[config.mk]
export PLATFORM = sky130hd
export DESIGN_NAME = cfgm_agent
export DESIGN_NICKNAME = d
export VERILOG_FILES = /design/src/logic/cfgm_pkg.sv /design/src/logic/cfgm_reply_if.sv /design/src/logic/cfgm_reply.sv /design/src/logic/cfgm_agent.sv
export SDC_FILE = /design/constraint.sdc
export NUM_CORES = 1
export LEC_CHECK = 0
export ABC_AREA = 1
export BUFFER_PORTS_ARGS = -buffer_cell sky130_fd_sc_hd__buf_4
export CAP_MARGIN = 20
export CORE_ASPECT_RATIO = 0.75
export CORE_MARGIN = 8
export CORE_UTILIZATION = 55
export DETAILED_ROUTE_END_ITERATION = 10
export GPL_ROUTABILITY_DRIVEN = 1
export HOLD_SLACK_MARGIN = 0.15
export PLACE_DENSITY = 0.8
export SLEW_MARGIN = 20
export SYNTH_ARGS = -nofsm -noshare
export SYNTH_HDL_FRONTEND = slang
export SYNTH_SLANG_ARGS = --single-unit
[constraint.sdc]
create_clock -name clk -period 6.4 [get_ports clk]
set_input_delay 0 -clock clk [delete_from_list [all_inputs] [get_ports clk]]
set_output_delay 0 -clock clk [all_outputs]
set_load 0.03 [all_outputs]
[src/logic/cfgm_pkg.sv]
// shared constants and types for the configuration message agent
package cfgm_pkg;

    // ------------------------------------------------------------
    // control token values on the channel
    // ------------------------------------------------------------
    localparam logic [7:0] TOK_END = 8'h01;
    localparam logic [7:0] TOK_ACK = 8'h03;
    localparam logic [7:0] TOK_NACK = 8'h04;
    localparam logic [7:0] TOK_WRITE = 8'hC0;
    localparam logic [7:0] TOK_READ = 8'hC1;
    localparam logic [7:0] TOK_PWRITE = 8'h24;
    localparam logic [7:0] TOK_PREAD = 8'h25;

    // ------------------------------------------------------------
    // resource codes in the low part of a destination
    // ------------------------------------------------------------
    localparam logic [15:0] RES_TILE = 16'hC20C;
    localparam logic [15:0] RES_NODE = 16'hC30C;
    localparam logic [7:0] RES_PERIPH = 8'h02;

    // ------------------------------------------------------------
    // message field lengths in bytes and reset values
    // ------------------------------------------------------------
    localparam logic [7:0] RET_BYTES = 8'h03;
    localparam logic [7:0] REG_BYTES = 8'h02;
    localparam logic [7:0] PREG_BYTES = 8'h01;
    localparam logic [7:0] WORD_BYTES = 8'h04;
    localparam logic [31:0] ZERO_WORD = 32'h0000_0000;

    // target register space selected by the destination
    typedef enum logic [1:0] {
        SP_TILE = 2'h0,
        SP_NODE = 2'h1,
        SP_PERIPH = 2'h2
    } cfgm_space_t;

endpackage

[src/logic/cfgm_reply_if.sv]
// request from the parser to the reply token sender
`timescale 1ns/1ns
`default_nettype none
interface cfgm_reply_if;
    logic go;
    logic ok;
    logic [2:0] nbytes;
    logic [31:0] data;
    logic [23:0] ret;
    logic done;

    modport agent (output go, ok, nbytes, data, ret, input done);
    modport sender (input go, ok, nbytes, data, ret, output done);
endinterface
`default_nettype wire

[src/logic/cfgm_reply.sv]
// reply token sender: status token, optional data bytes, end token
`timescale 1ns/1ns
`default_nettype none
module cfgm_reply
    import cfgm_pkg::*;
(
    // clock and reset
    input wire logic clk,
    input wire logic resetn,
    // request from the parser
    cfgm_reply_if.sender rp,
    // outgoing token stream
    output logic tx_valid,
    output logic tx_ctrl,
    output logic [7:0] tx_data,
    output logic [23:0] tx_dest,
    input wire logic tx_ready
);

    // ------------------------------------------------------------
    // state
    // ------------------------------------------------------------
    typedef enum logic [1:0] {
        RS_IDLE = 2'b00,
        RS_HEAD = 2'b01,
        RS_BODY = 2'b11,
        RS_TAIL = 2'b10
    } cfgm_rstate_t;

    typedef struct packed {
        cfgm_rstate_t st;
        logic [2:0] cnt;
        logic [2:0] n;
        logic [31:0] shift;
        logic valid;
        logic ctrl;
        logic [7:0] data;
        logic [23:0] dest;
        logic done;
    } cfgm_rreg_t;

    cfgm_rreg_t s;
    cfgm_rreg_t next_s;
    logic sent;

    assign sent = s.valid && tx_ready;

    // ------------------------------------------------------------
    // sequencing
    // ------------------------------------------------------------
    // data goes out most significant byte first, so the word is aligned to the top
    always_comb begin
        next_s = s;
        next_s.done = 1'b0;
        unique case (s.st)
            RS_IDLE: begin
                if (rp.go) begin
                    next_s.st = RS_HEAD;
                    next_s.valid = 1'b1;
                    next_s.ctrl = 1'b1;
                    next_s.data = rp.ok ? TOK_ACK : TOK_NACK;
                    next_s.dest = rp.ret;
                    next_s.n = rp.ok ? rp.nbytes : 3'd0;
                    next_s.cnt = 3'd0;
                    next_s.shift = rp.data << {3'd4 - rp.nbytes, 3'b000};
                end
            end
            RS_HEAD: begin
                if (sent) begin
                    if (s.n != 3'd0) begin
                        next_s.st = RS_BODY;
                        next_s.ctrl = 1'b0;
                        next_s.data = s.shift[31:24];
                        next_s.shift = {s.shift[23:0], 8'h00};
                    end else begin
                        next_s.st = RS_TAIL;
                        next_s.data = TOK_END;
                    end
                end
            end
            RS_BODY: begin
                if (sent) begin
                    next_s.cnt = s.cnt + 3'd1;
                    if (s.cnt + 3'd1 == s.n) begin
                        next_s.st = RS_TAIL;
                        next_s.ctrl = 1'b1;
                        next_s.data = TOK_END;
                    end else begin
                        next_s.data = s.shift[31:24];
                        next_s.shift = {s.shift[23:0], 8'h00};
                    end
                end
            end
            RS_TAIL: begin
                if (sent) begin
                    next_s.st = RS_IDLE;
                    next_s.valid = 1'b0;
                    next_s.done = 1'b1;
                end
            end
        endcase
    end

    // state register
    always_ff @(posedge clk) begin
        if (!resetn) begin
            s <= '0;
        end else begin
            s <= next_s;
        end
    end

    assign tx_valid = s.valid;
    assign tx_ctrl = s.ctrl;
    assign tx_data = s.data;
    assign tx_dest = s.dest;
    assign rp.done = s.done;

endmodule
`default_nettype wire

[src/logic/cfgm_agent.sv]
// configuration register message agent: parses requests, runs the access, replies
`timescale 1ns/1ns
`default_nettype none
module cfgm_agent
    import cfgm_pkg::*;
#(
    parameter int MAX_PBYTES = 4
) (
    // clock and reset
    input wire logic clk,
    input wire logic resetn,
    // identity of this tile and node
    input wire logic [15:0] tile_id,
    input wire logic [15:0] node_id,
    // incoming token stream
    input wire logic rx_valid,
    input wire logic rx_ctrl,
    input wire logic [7:0] rx_data,
    input wire logic [31:0] rx_dest,
    output logic rx_ready,
    // register target port
    output logic reg_req,
    output logic reg_we,
    output logic [1:0] reg_space,
    output logic [7:0] reg_periph,
    output logic [15:0] reg_addr,
    output logic [7:0] reg_size,
    output logic [31:0] reg_wdata,
    input wire logic reg_ack,
    input wire logic reg_err,
    input wire logic [31:0] reg_rdata,
    // outgoing token stream
    output logic tx_valid,
    output logic tx_ctrl,
    output logic [7:0] tx_data,
    output logic [23:0] tx_dest,
    input wire logic tx_ready
);

    // ------------------------------------------------------------
    // elaboration check
    // ------------------------------------------------------------
    // peripheral data is held in one word, so more than four bytes cannot be served
    if (MAX_PBYTES < 1 || MAX_PBYTES > 4) begin : g_bad_param
        $error("MAX_PBYTES must lie between 1 and 4");
    end

    localparam logic [7:0] PMAX = 8'(MAX_PBYTES);

    // ------------------------------------------------------------
    // state
    // ------------------------------------------------------------
    typedef enum logic [2:0] {
        ST_IDLE = 3'b000,
        ST_RET = 3'b001,
        ST_REG = 3'b011,
        ST_SIZE = 3'b010,
        ST_DATA = 3'b110,
        ST_TAIL = 3'b111,
        ST_ACCESS = 3'b101,
        ST_REPLY = 3'b100
    } cfgm_state_t;

    typedef struct packed {
        cfgm_state_t st;
        logic [7:0] cnt;
        logic silent;
        logic bad;
        logic we;
        logic [1:0] space;
        logic [7:0] periph;
        logic [23:0] ret;
        logic [15:0] addr;
        logic [7:0] size;
        logic [31:0] wdata;
        logic [31:0] rdata;
        logic ok;
        logic rx_ready;
        logic reg_req;
        logic rp_go;
    } cfgm_areg_t;

    cfgm_areg_t s;
    cfgm_areg_t next_s;
    cfgm_reply_if rp ();

    logic tok;
    logic is_end;
    logic hit_tile;
    logic hit_node;
    logic hit_periph;
    logic [7:0] data_total;
    logic [7:0] reg_total;

    // ------------------------------------------------------------
    // decode of the incoming token
    // ------------------------------------------------------------
    assign tok = rx_valid && s.rx_ready;
    assign is_end = rx_ctrl && rx_data == TOK_END;
    assign hit_tile = rx_dest == {tile_id, RES_TILE};
    assign hit_node = rx_dest == {node_id, RES_NODE};
    assign hit_periph = rx_dest[31:16] == node_id && rx_dest[7:0] == RES_PERIPH;
    assign reg_total = (s.space == SP_PERIPH) ? PREG_BYTES : REG_BYTES;
    assign data_total = (s.space == SP_PERIPH) ? s.size : WORD_BYTES;

    // ------------------------------------------------------------
    // message parser and access sequencer
    // ------------------------------------------------------------
    always_comb begin
        next_s = s;
        next_s.reg_req = 1'b0;
        next_s.rp_go = 1'b0;
        unique case (s.st)
            ST_IDLE: begin
                if (tok && !is_end) begin
                    next_s.cnt = 8'h00;
                    next_s.bad = 1'b0;
                    next_s.silent = 1'b0;
                    next_s.addr = 16'h0000;
                    next_s.wdata = ZERO_WORD;
                    next_s.size = 8'h00;
                    next_s.periph = rx_dest[15:8];
                    next_s.st = ST_RET;
                    next_s.space = hit_periph ? SP_PERIPH : (hit_tile ? SP_TILE : SP_NODE);
                    next_s.we = rx_data == TOK_WRITE || rx_data == TOK_PWRITE;
                    if (hit_periph) begin
                        next_s.bad = !(rx_data == TOK_PWRITE || rx_data == TOK_PREAD);
                    end else begin
                        next_s.bad = !(rx_data == TOK_WRITE || rx_data == TOK_READ);
                    end
                    // foreign destination or stray data: swallow without reply
                    if (!rx_ctrl || !(hit_tile || hit_node || hit_periph)) begin
                        next_s.silent = 1'b1;
                        next_s.st = ST_TAIL;
                    end
                end
            end
            ST_RET: begin
                if (tok) begin
                    if (is_end) begin
                        // no return address yet, so there is nobody to answer
                        next_s.st = ST_IDLE;
                    end else if (rx_ctrl) begin
                        next_s.silent = 1'b1;
                        next_s.st = ST_TAIL;
                    end else begin
                        // return channel-end, most significant byte first
                        next_s.ret = {s.ret[15:0], rx_data};
                        next_s.cnt = s.cnt + 8'h01;
                        if (s.cnt + 8'h01 == RET_BYTES) begin
                            next_s.cnt = 8'h00;
                            next_s.st = ST_REG;
                        end
                    end
                end
            end
            ST_REG, ST_SIZE, ST_DATA: begin
                if (tok && rx_ctrl) begin
                    // truncated message fails with no access
                    next_s.bad = 1'b1;
                    next_s.st = ST_TAIL;
                    if (is_end) begin
                        next_s.ok = 1'b0;
                        next_s.rp_go = 1'b1;
                        next_s.st = ST_REPLY;
                    end
                end else if (tok) begin
                    next_s.cnt = s.cnt + 8'h01;
                    if (s.st == ST_REG) begin
                        next_s.addr = {s.addr[7:0], rx_data};
                        if (s.cnt + 8'h01 == reg_total) begin
                            next_s.cnt = 8'h00;
                            if (s.space == SP_PERIPH) begin
                                next_s.st = ST_SIZE;
                            end else begin
                                next_s.st = s.we ? ST_DATA : ST_TAIL;
                            end
                        end
                    end else if (s.st == ST_SIZE) begin
                        // size byte; zero or more than MAX_PBYTES bytes cannot be served
                        next_s.size = rx_data;
                        next_s.cnt = 8'h00;
                        next_s.bad = s.bad || rx_data == 8'h00 || rx_data > PMAX;
                        next_s.st = (s.we && rx_data != 8'h00) ? ST_DATA : ST_TAIL;
                    end else begin
                        // data word collected high byte first
                        next_s.wdata = {s.wdata[23:0], rx_data};
                        if (s.cnt + 8'h01 == data_total) begin
                            next_s.st = ST_TAIL;
                        end
                    end
                end
            end
            ST_TAIL: begin
                if (tok && is_end) begin
                    if (s.silent) begin
                        next_s.st = ST_IDLE;
                    end else if (s.bad) begin
                        next_s.ok = 1'b0;
                        next_s.rp_go = 1'b1;
                        next_s.st = ST_REPLY;
                    end else begin
                        next_s.reg_req = 1'b1;
                        next_s.st = ST_ACCESS;
                    end
                end else if (tok) begin
                    // overlong message
                    next_s.bad = 1'b1;
                end
            end
            ST_ACCESS: begin
                // reply waits for the target to finish
                if (reg_ack) begin
                    next_s.ok = !reg_err;
                    next_s.rdata = reg_rdata;
                    next_s.rp_go = 1'b1;
                    next_s.st = ST_REPLY;
                end
            end
            ST_REPLY: begin
                if (rp.done) begin
                    next_s.st = ST_IDLE;
                end
            end
        endcase
        // input stalls while an access or a reply is in flight
        next_s.rx_ready = next_s.st != ST_ACCESS && next_s.st != ST_REPLY;
    end

    // state register
    always_ff @(posedge clk) begin
        if (!resetn) begin
            s <= '0;
        end else begin
            s <= next_s;
        end
    end

    // ------------------------------------------------------------
    // reply request
    // ------------------------------------------------------------
    // writes carry no data; reads carry a word; peripheral reads carry size bytes
    assign rp.go = s.rp_go;
    assign rp.ok = s.ok;
    assign rp.ret = s.ret;
    assign rp.data = s.rdata;
    assign rp.nbytes = s.we ? 3'd0 : ((s.space == SP_PERIPH) ? s.size[2:0] : 3'd4);

    cfgm_reply u_reply (
        .clk(clk),
        .resetn(resetn),
        .rp(rp.sender),
        .tx_valid(tx_valid),
        .tx_ctrl(tx_ctrl),
        .tx_data(tx_data),
        .tx_dest(tx_dest),
        .tx_ready(tx_ready)
    );

    // ------------------------------------------------------------
    // outputs straight from the state register
    // ------------------------------------------------------------
    assign rx_ready = s.rx_ready;
    assign reg_req = s.reg_req;
    assign reg_we = s.we;
    assign reg_space = s.space;
    assign reg_periph = s.periph;
    assign reg_addr = s.addr;
    assign reg_size = s.size;
    assign reg_wdata = s.wdata;

endmodule
`default_nettype wire

==> results of run 1 <==
-- final timing paths --
kind	slack [ns]	end	from	cells past startpoint
worst min-delay path	0.19	s[127]$_SDFFE_PN0P_	node_id[15]	8
worst max register to register	1.96	u_reply.s[47]$_SDFFE_PN0P_	u_reply.s[73]$_SDFFE_PN0P_	11
worst min register to register	0.47	u_reply.tx_data[5]$_SDFFE_PN0P_	u_reply.tx_data[5]$_SDFFE_PN0P_	2
worst max-delay path	1.96	u_reply.s[47]$_SDFFE_PN0P_	u_reply.s[73]$_SDFFE_PN0P_	11
-- layer usage --
layer,global-route usage [%],vias to the layer above
met1,34.6,4830
met2,38.2,490
met4,6.72,0
li1,-,5181
met3,5.91,51
met5,0,-
-- final cells by class --
type                       instances  area, µm²  share of cell area [%]
clock inverter                     5       46.3                   0.358
inverter                         141        529                    4.09
antenna                            1       2.50                  0.0194
multi-input combinational        993       4740                    36.7
tap                              253        317                    2.45
sequential                       215       4300                    33.3
timing repair buffer             293       2390                    18.5
clock buffer                      32        598                    4.63
-- power by group through the flow --
stage	Combinational [µW]	Clock, µW	Sequential, µW
CTS	1440	1180	1620
floorplan	1130	0	1610
global route	1620	1230	1630
finish	1470	1170	1620
global placement	1370	0	1640
detailed placement	1390	0	1640
-- cells by family after synthesis --
kind of cell / after synthesis / share of synthesized area (%)
buf+inv: 312 / 14.8
simple gates: 554 / 21.8
fa+ha+maj: 4 / 0.472
flops: 215 / 40.6
xor+xnor: 22 / 1.82
compound gates: 413 / 20.5
-- synth_stat cells (all sizes together) --
library cell | count | area share, %
a211oi | 9 | 0.64
a21oi | 185 | 8.7
a221oi | 1 | 0.083
a22oi | 1 | 0.20
a311oi | 1 | 0.083
a31oi | 3 | 0.18
a32oi | 1 | 0.083
buf | 126 | 8.2
clkbuf | 45 | 1.6
dfxtp | 215 | 41
ha | 4 | 0.47
inv | 141 | 5.0
nand2 | 207 | 7.4
nand3 | 65 | 3.1
nand3b | 10 | 0.83
nand4 | 14 | 0.83
nor2 | 240 | 8.7
nor3 | 14 | 0.66
nor4 | 3 | 0.18
o211ai | 12 | 0.85
o21ai | 194 | 9.2
o221ai | 3 | 0.31
o22ai | 2 | 0.12
o31ai | 1 | 0.071
or2 | 1 | 0.059
xnor2 | 18 | 1.5
xor2 | 4 | 0.33
-- sequential cells by signal, indices dropped and copies added, names as in the netlist, 2 cells and up --
signal,flops
reg_periph,8
rp.data,32
reg_size,8
reg_space,2
u_reply.tx_dest,24
rp.ret,24
u_reply.tx_data,8
s,13
reg_addr,16
reg_wdata,32
u_reply.s,40
-- through the flow --
stage | instance area [µm²] | worst slack [ns] | util (%) | power [µW] | hold slack (ns)
after CTS | 12900 | 2.03 | 67.6 | 4240 | 0.157
after floorplan | 10600 | 4.07 | - | 2740 | 0.128
after global placement | 11500 | 2.32 | 60.2 | 3010 | 0.225
after detailed placement | 11500 | 2.07 | 60.2 | 3030 | 0.231
after global routing | 12900 | 1.50 | 67.7 | 4480 | 0.200
final | 12900 | 1.96 | 67.7 | 4260 | 0.189
-- critical path, stage by stage, from the launching register on --
cell	delay [ns]
dfxtp_1	0.66
inv_2	0.23
nand2_1	0.15
nor2_2	0.73
inv_2	0.47
nand2_1	0.34
nand2_1	0.10
inv_2	0.07
nand2_1	0.57
inv_2	0.66
o21ai_0	0.18
a21oi_1	0.19
==> results_dict.tcl, run 1 <==
set metrics [dict create \
    status "finished clean" \
    finalNonFillerCells 1933 \
    cp_max_fo 35 \
    rows 44 \
    grt_max_degree 117 \
    grt_pass1_vias 9795 \
    synth_cells 1520 \
    worstPathArrival_ns 4.87 \
    port_buffers 213 \
    antenna_found_initial 1 \
    wl_met2_mm 13.5 \
    path_clk_slew_ns 0.06 \
    synth_area_um2 10600 \
    die_w_um 176 \
    ant_nets 0 \
    start_util_pct 55.5 \
    max_freq_mhz 225 \
    fin_tns_setup_ns 0 \
    io_pins 214 \
    endpoint_kind "register" \
    synthesis.nets 1635 \
    rsz0062_at_grt "no" \
    vdd_drop_max_mv 0.303 \
    worst_pin_slew_ns 1.06 \
    fill_cells 1613 \
    coreArea_um2 19100 \
    clockBufferDepth 3 \
    synth_seq_cells 215 \
    drt_pass1_iterations 5 \
    place.gp.congestion 0.905 \
    drc 0 \
    comb_power_share_pct 34.4 \
    min_period_ns 4.44 \
    via_count 10600 \
    swShare_pct 38.4 \
    wire_per_inst_um 16.2 \
    clkSinkCount 215 \
    drt-met1-wl_mm 14.0 \
    met3_length_mm 3.22 \
    chipHeight_um 136 \
    relSlewSlack_pct 29.6 \
    numCtsBuffers 22 \
    cts_tree "yes" \
    fin_crit_sh_pct 69.3 \
    routed_wl_mm 31.4 \
    seq_power_share_pct 38.0 \
    power.share.clock_pct 27.5 \
    overflow 0 \
    min_path_type "input pin to register" \
    cellInternalPower_uw 2620 \
    htree_levels 1 \
    p_leak_uw 0.00573 \
    synth_area_per_cell_um2 6.97 \
    p_sw_uw 1640 \
    die-area_um2 24000 \
    grt_first_pass_wirelength_mm 49.5 \
    crit_type "register to register" \
    layout_common_cells "nor2_1 (235), buf_4 (217), dfxtp_1 (215)" \
    worstSkewPairLatency_ns 0.51 \
    routed_via_density 5.46 \
    synthToLayoutAreaGrowth_pct 22.0 \
    final_common_cell "nor2_1" \
    setup_viol 0 \
    highest_layer "met4" \
    cts-root-buf "clkbuf_16" \
    synth_warnings 0 \
    final_hold_viol_count 0 \
    hold_buffers 76 \
    finalNetCount 1781 \
    drive_above_1_share_pct 16.1 \
    cts_resized 0 \
    synth.distinct_cells 37 \
    skew_ns 0.0192 \
    worstPathRequired_ns 6.83 \
    hpwlAfterDp_mm 21.6 \
    initialDrtViolationCount 1125 \
    maxSlewViolCount 0 \
    critPathLaunchType "register" \
    maxCapViolCount 0 \
    powerDensity_nw_per_um2 329 \
    seq_area_frac_synth_pct 40.6 \
    dp_cells 1819 \
    cts_setup_buffers 0 \
    track_usage_pct 24.9 \
]
No activity file was read; power rests on OpenSTA's default activity.
==> run 2: changes to the inputs <==
- clock period: 6.4 -> 4.5 ns (I/O delays scaled with it)
==> results_dict.tcl, run 2 (same netlist as run 1, synthesis figures left out) <==
set metrics [dict create \
    die-area_um2 24000 \
    swShare_pct 38.3 \
    overflow 0 \
    min_period_ns 3.27 \
    grt_first_pass_wirelength_mm 51.9 \
    place.gp.congestion 0.959 \
    setup_viol 0 \
    seq_power_share_pct 36.5 \
    largest_reg_flops 40 \
    final_common_cell "nor2_1" \
    cp_max_fo 35 \
    vdd_drop_max_mv 0.320 \
    power.share.clock_pct 29.5 \
    wire_per_inst_um 16.9 \
    antenna_found_initial 1 \
    setup_slack_ns 1.23 \
    path_clk_slew_ns 0.06 \
    cts-root-buf "clkbuf_16" \
    fin_crit_sh_pct 72.7 \
    rows 44 \
    relSlewSlack_pct 31.9 \
    drt_pass1_iterations 6 \
    hpwlAfterDp_mm 22.1 \
    routed_via_density 5.53 \
    maxCapViolCount 0 \
    maxSlewViolCount 0 \
    clkSinkCount 215 \
    start_util_pct 55.5 \
    htree_levels 1 \
    cellInternalPower_uw 3900 \
    finalNetCount 1807 \
    initialDrtViolationCount 1268 \
    layout_common_cells "nor2_1 (235), buf_4 (223), dfxtp_1 (215)" \
    holdWs_ns 0.159 \
    coreArea_um2 19100 \
    comb_power_share_pct 34.1 \
    skew_ns 0.00979 \
    status "finished clean" \
    port_buffers 213 \
    cts_tree "yes" \
    numCtsBuffers 22 \
    routed_wl_mm 33.2 \
    crit_type "register to register" \
    rrSetupSlack_ns 1.23 \
    rsz0062_at_grt "no" \
    top_register "u_reply.s" \
    io_pins 214 \
    die_w_um 176 \
    final_hold_viol_count 0 \
    critPathLaunchType "register" \
    endpoint_kind "register" \
    cts_resized 0 \
    fin_tns_setup_ns 0 \
    chipHeight_um 136 \
    via_count 10900 \
    p_leak_uw 0.00590 \
    drc 0 \
    powerDensity_nw_per_um2 477 \
    ant_nets 0 \
    grt_max_degree 121 \
    clockBufferDepth 3 \
    track_usage_pct 26.3 \
    min_path_type "input pin to register" \
    synthToLayoutAreaGrowth_pct 25.0 \
    p_sw_uw 2410 \
    drive_above_1_share_pct 16.5 \
    place_ws_ns 1.32 \
    worst_pin_slew_ns 1.02 \
    max_freq_mhz 306 \
    worstSkewPairLatency_ns 0.52 \
    grt_pass1_vias 10100 \
    worstPathRequired_ns 4.89 \
    worstPathArrival_ns 3.66 \
]
-- run 2: cell count changes in the layout (fill, tap and decap cells not counted), sizes merged --
| cell | change |
|---|---|
| dlygate4sd3 | +20 |
| buf | +6 |
| bufinv | +2 |
| clkbuf | -2 |
| clkinv | +1 |
| clkinvlp | +1 |
-- run 2: area by class of cell --
cell class	instances	area [µm²]
Fill cell	1563	5860
Multi-Input combinational cell	993	4730
Sequential cell	215	4300
Timing Repair Buffer	319	2640
Clock buffer	30	611
Inverter	141	529
Tap cell	253	317
Clock inverter	9	113
Antenna cell	1	2.50
-- run 2: worst paths after layout --
check | start | to | cells past startpoint
worst max-delay path | u_reply.s[73]$_SDFFE_PN0P_ | u_reply.s[48]$_SDFFE_PN0P_ | 13
worst min register to register | reg_addr[10]$_SDFFE_PN0P_ | reg_addr[10]$_SDFFE_PN0P_ | 2
worst min-delay path | tile_id[12] | reg_space[0]$_SDFFE_PN0P_ | 7
worst max register to register | u_reply.s[73]$_SDFFE_PN0P_ | u_reply.s[48]$_SDFFE_PN0P_ | 13
-- run 2: repair_timing --
action / in CTS / in global routing
hold endpoints to repair: 101 / 0
hold buffers: 96 / 0
setup buffers: 0 / 0
-- run 2: worst max-delay path: stages, from the launching register on --
cell	delay, ns
dfxtp_1	0.31
buf_4	0.31
inv_2	0.09
nand2_1	0.16
nor2_2	0.05
buf_4	0.21
inv_2	0.42
nand2_1	0.30
nand2_1	0.15
inv_2	0.05
nand2_1	0.39
inv_2	0.35
o21ai_0	0.28
a21oi_1	0.06
-- run 2: layer usage --
layer | global-route usage, % | part of all wire (%)
met2 | 40.4 | 43
met5 | 0 | 0
met3 | 7.69 | 11
met1 | 34.9 | 43
met4 | 8.55 | 2.9
-- run 2: power by group through the flow --
stage | Sequential [µW] | Clock, µW | Combinational (µW)
floorplan | 2290 | 0 | 1610
global placement | 2330 | 0 | 1970
detailed placement | 2330 | 0 | 1990
CTS | 2290 | 1860 | 2090
global route | 2320 | 1930 | 2350
finish | 2300 | 1860 | 2150
-- run 2: metrics by stage --
step           util (%)  cell area, µm²  cells  total power [µW]
3_3_place_gp       60.4           11500   1825              4300
3_5_place_dp       60.4           11500   1825              4330
6_report           69.3           13200   1961              6310
5_1_grt            69.3           13200   1961              6610
2_1_floorplan         -           10600   1520              3890
4_1_cts            69.3           13200   1960              6250
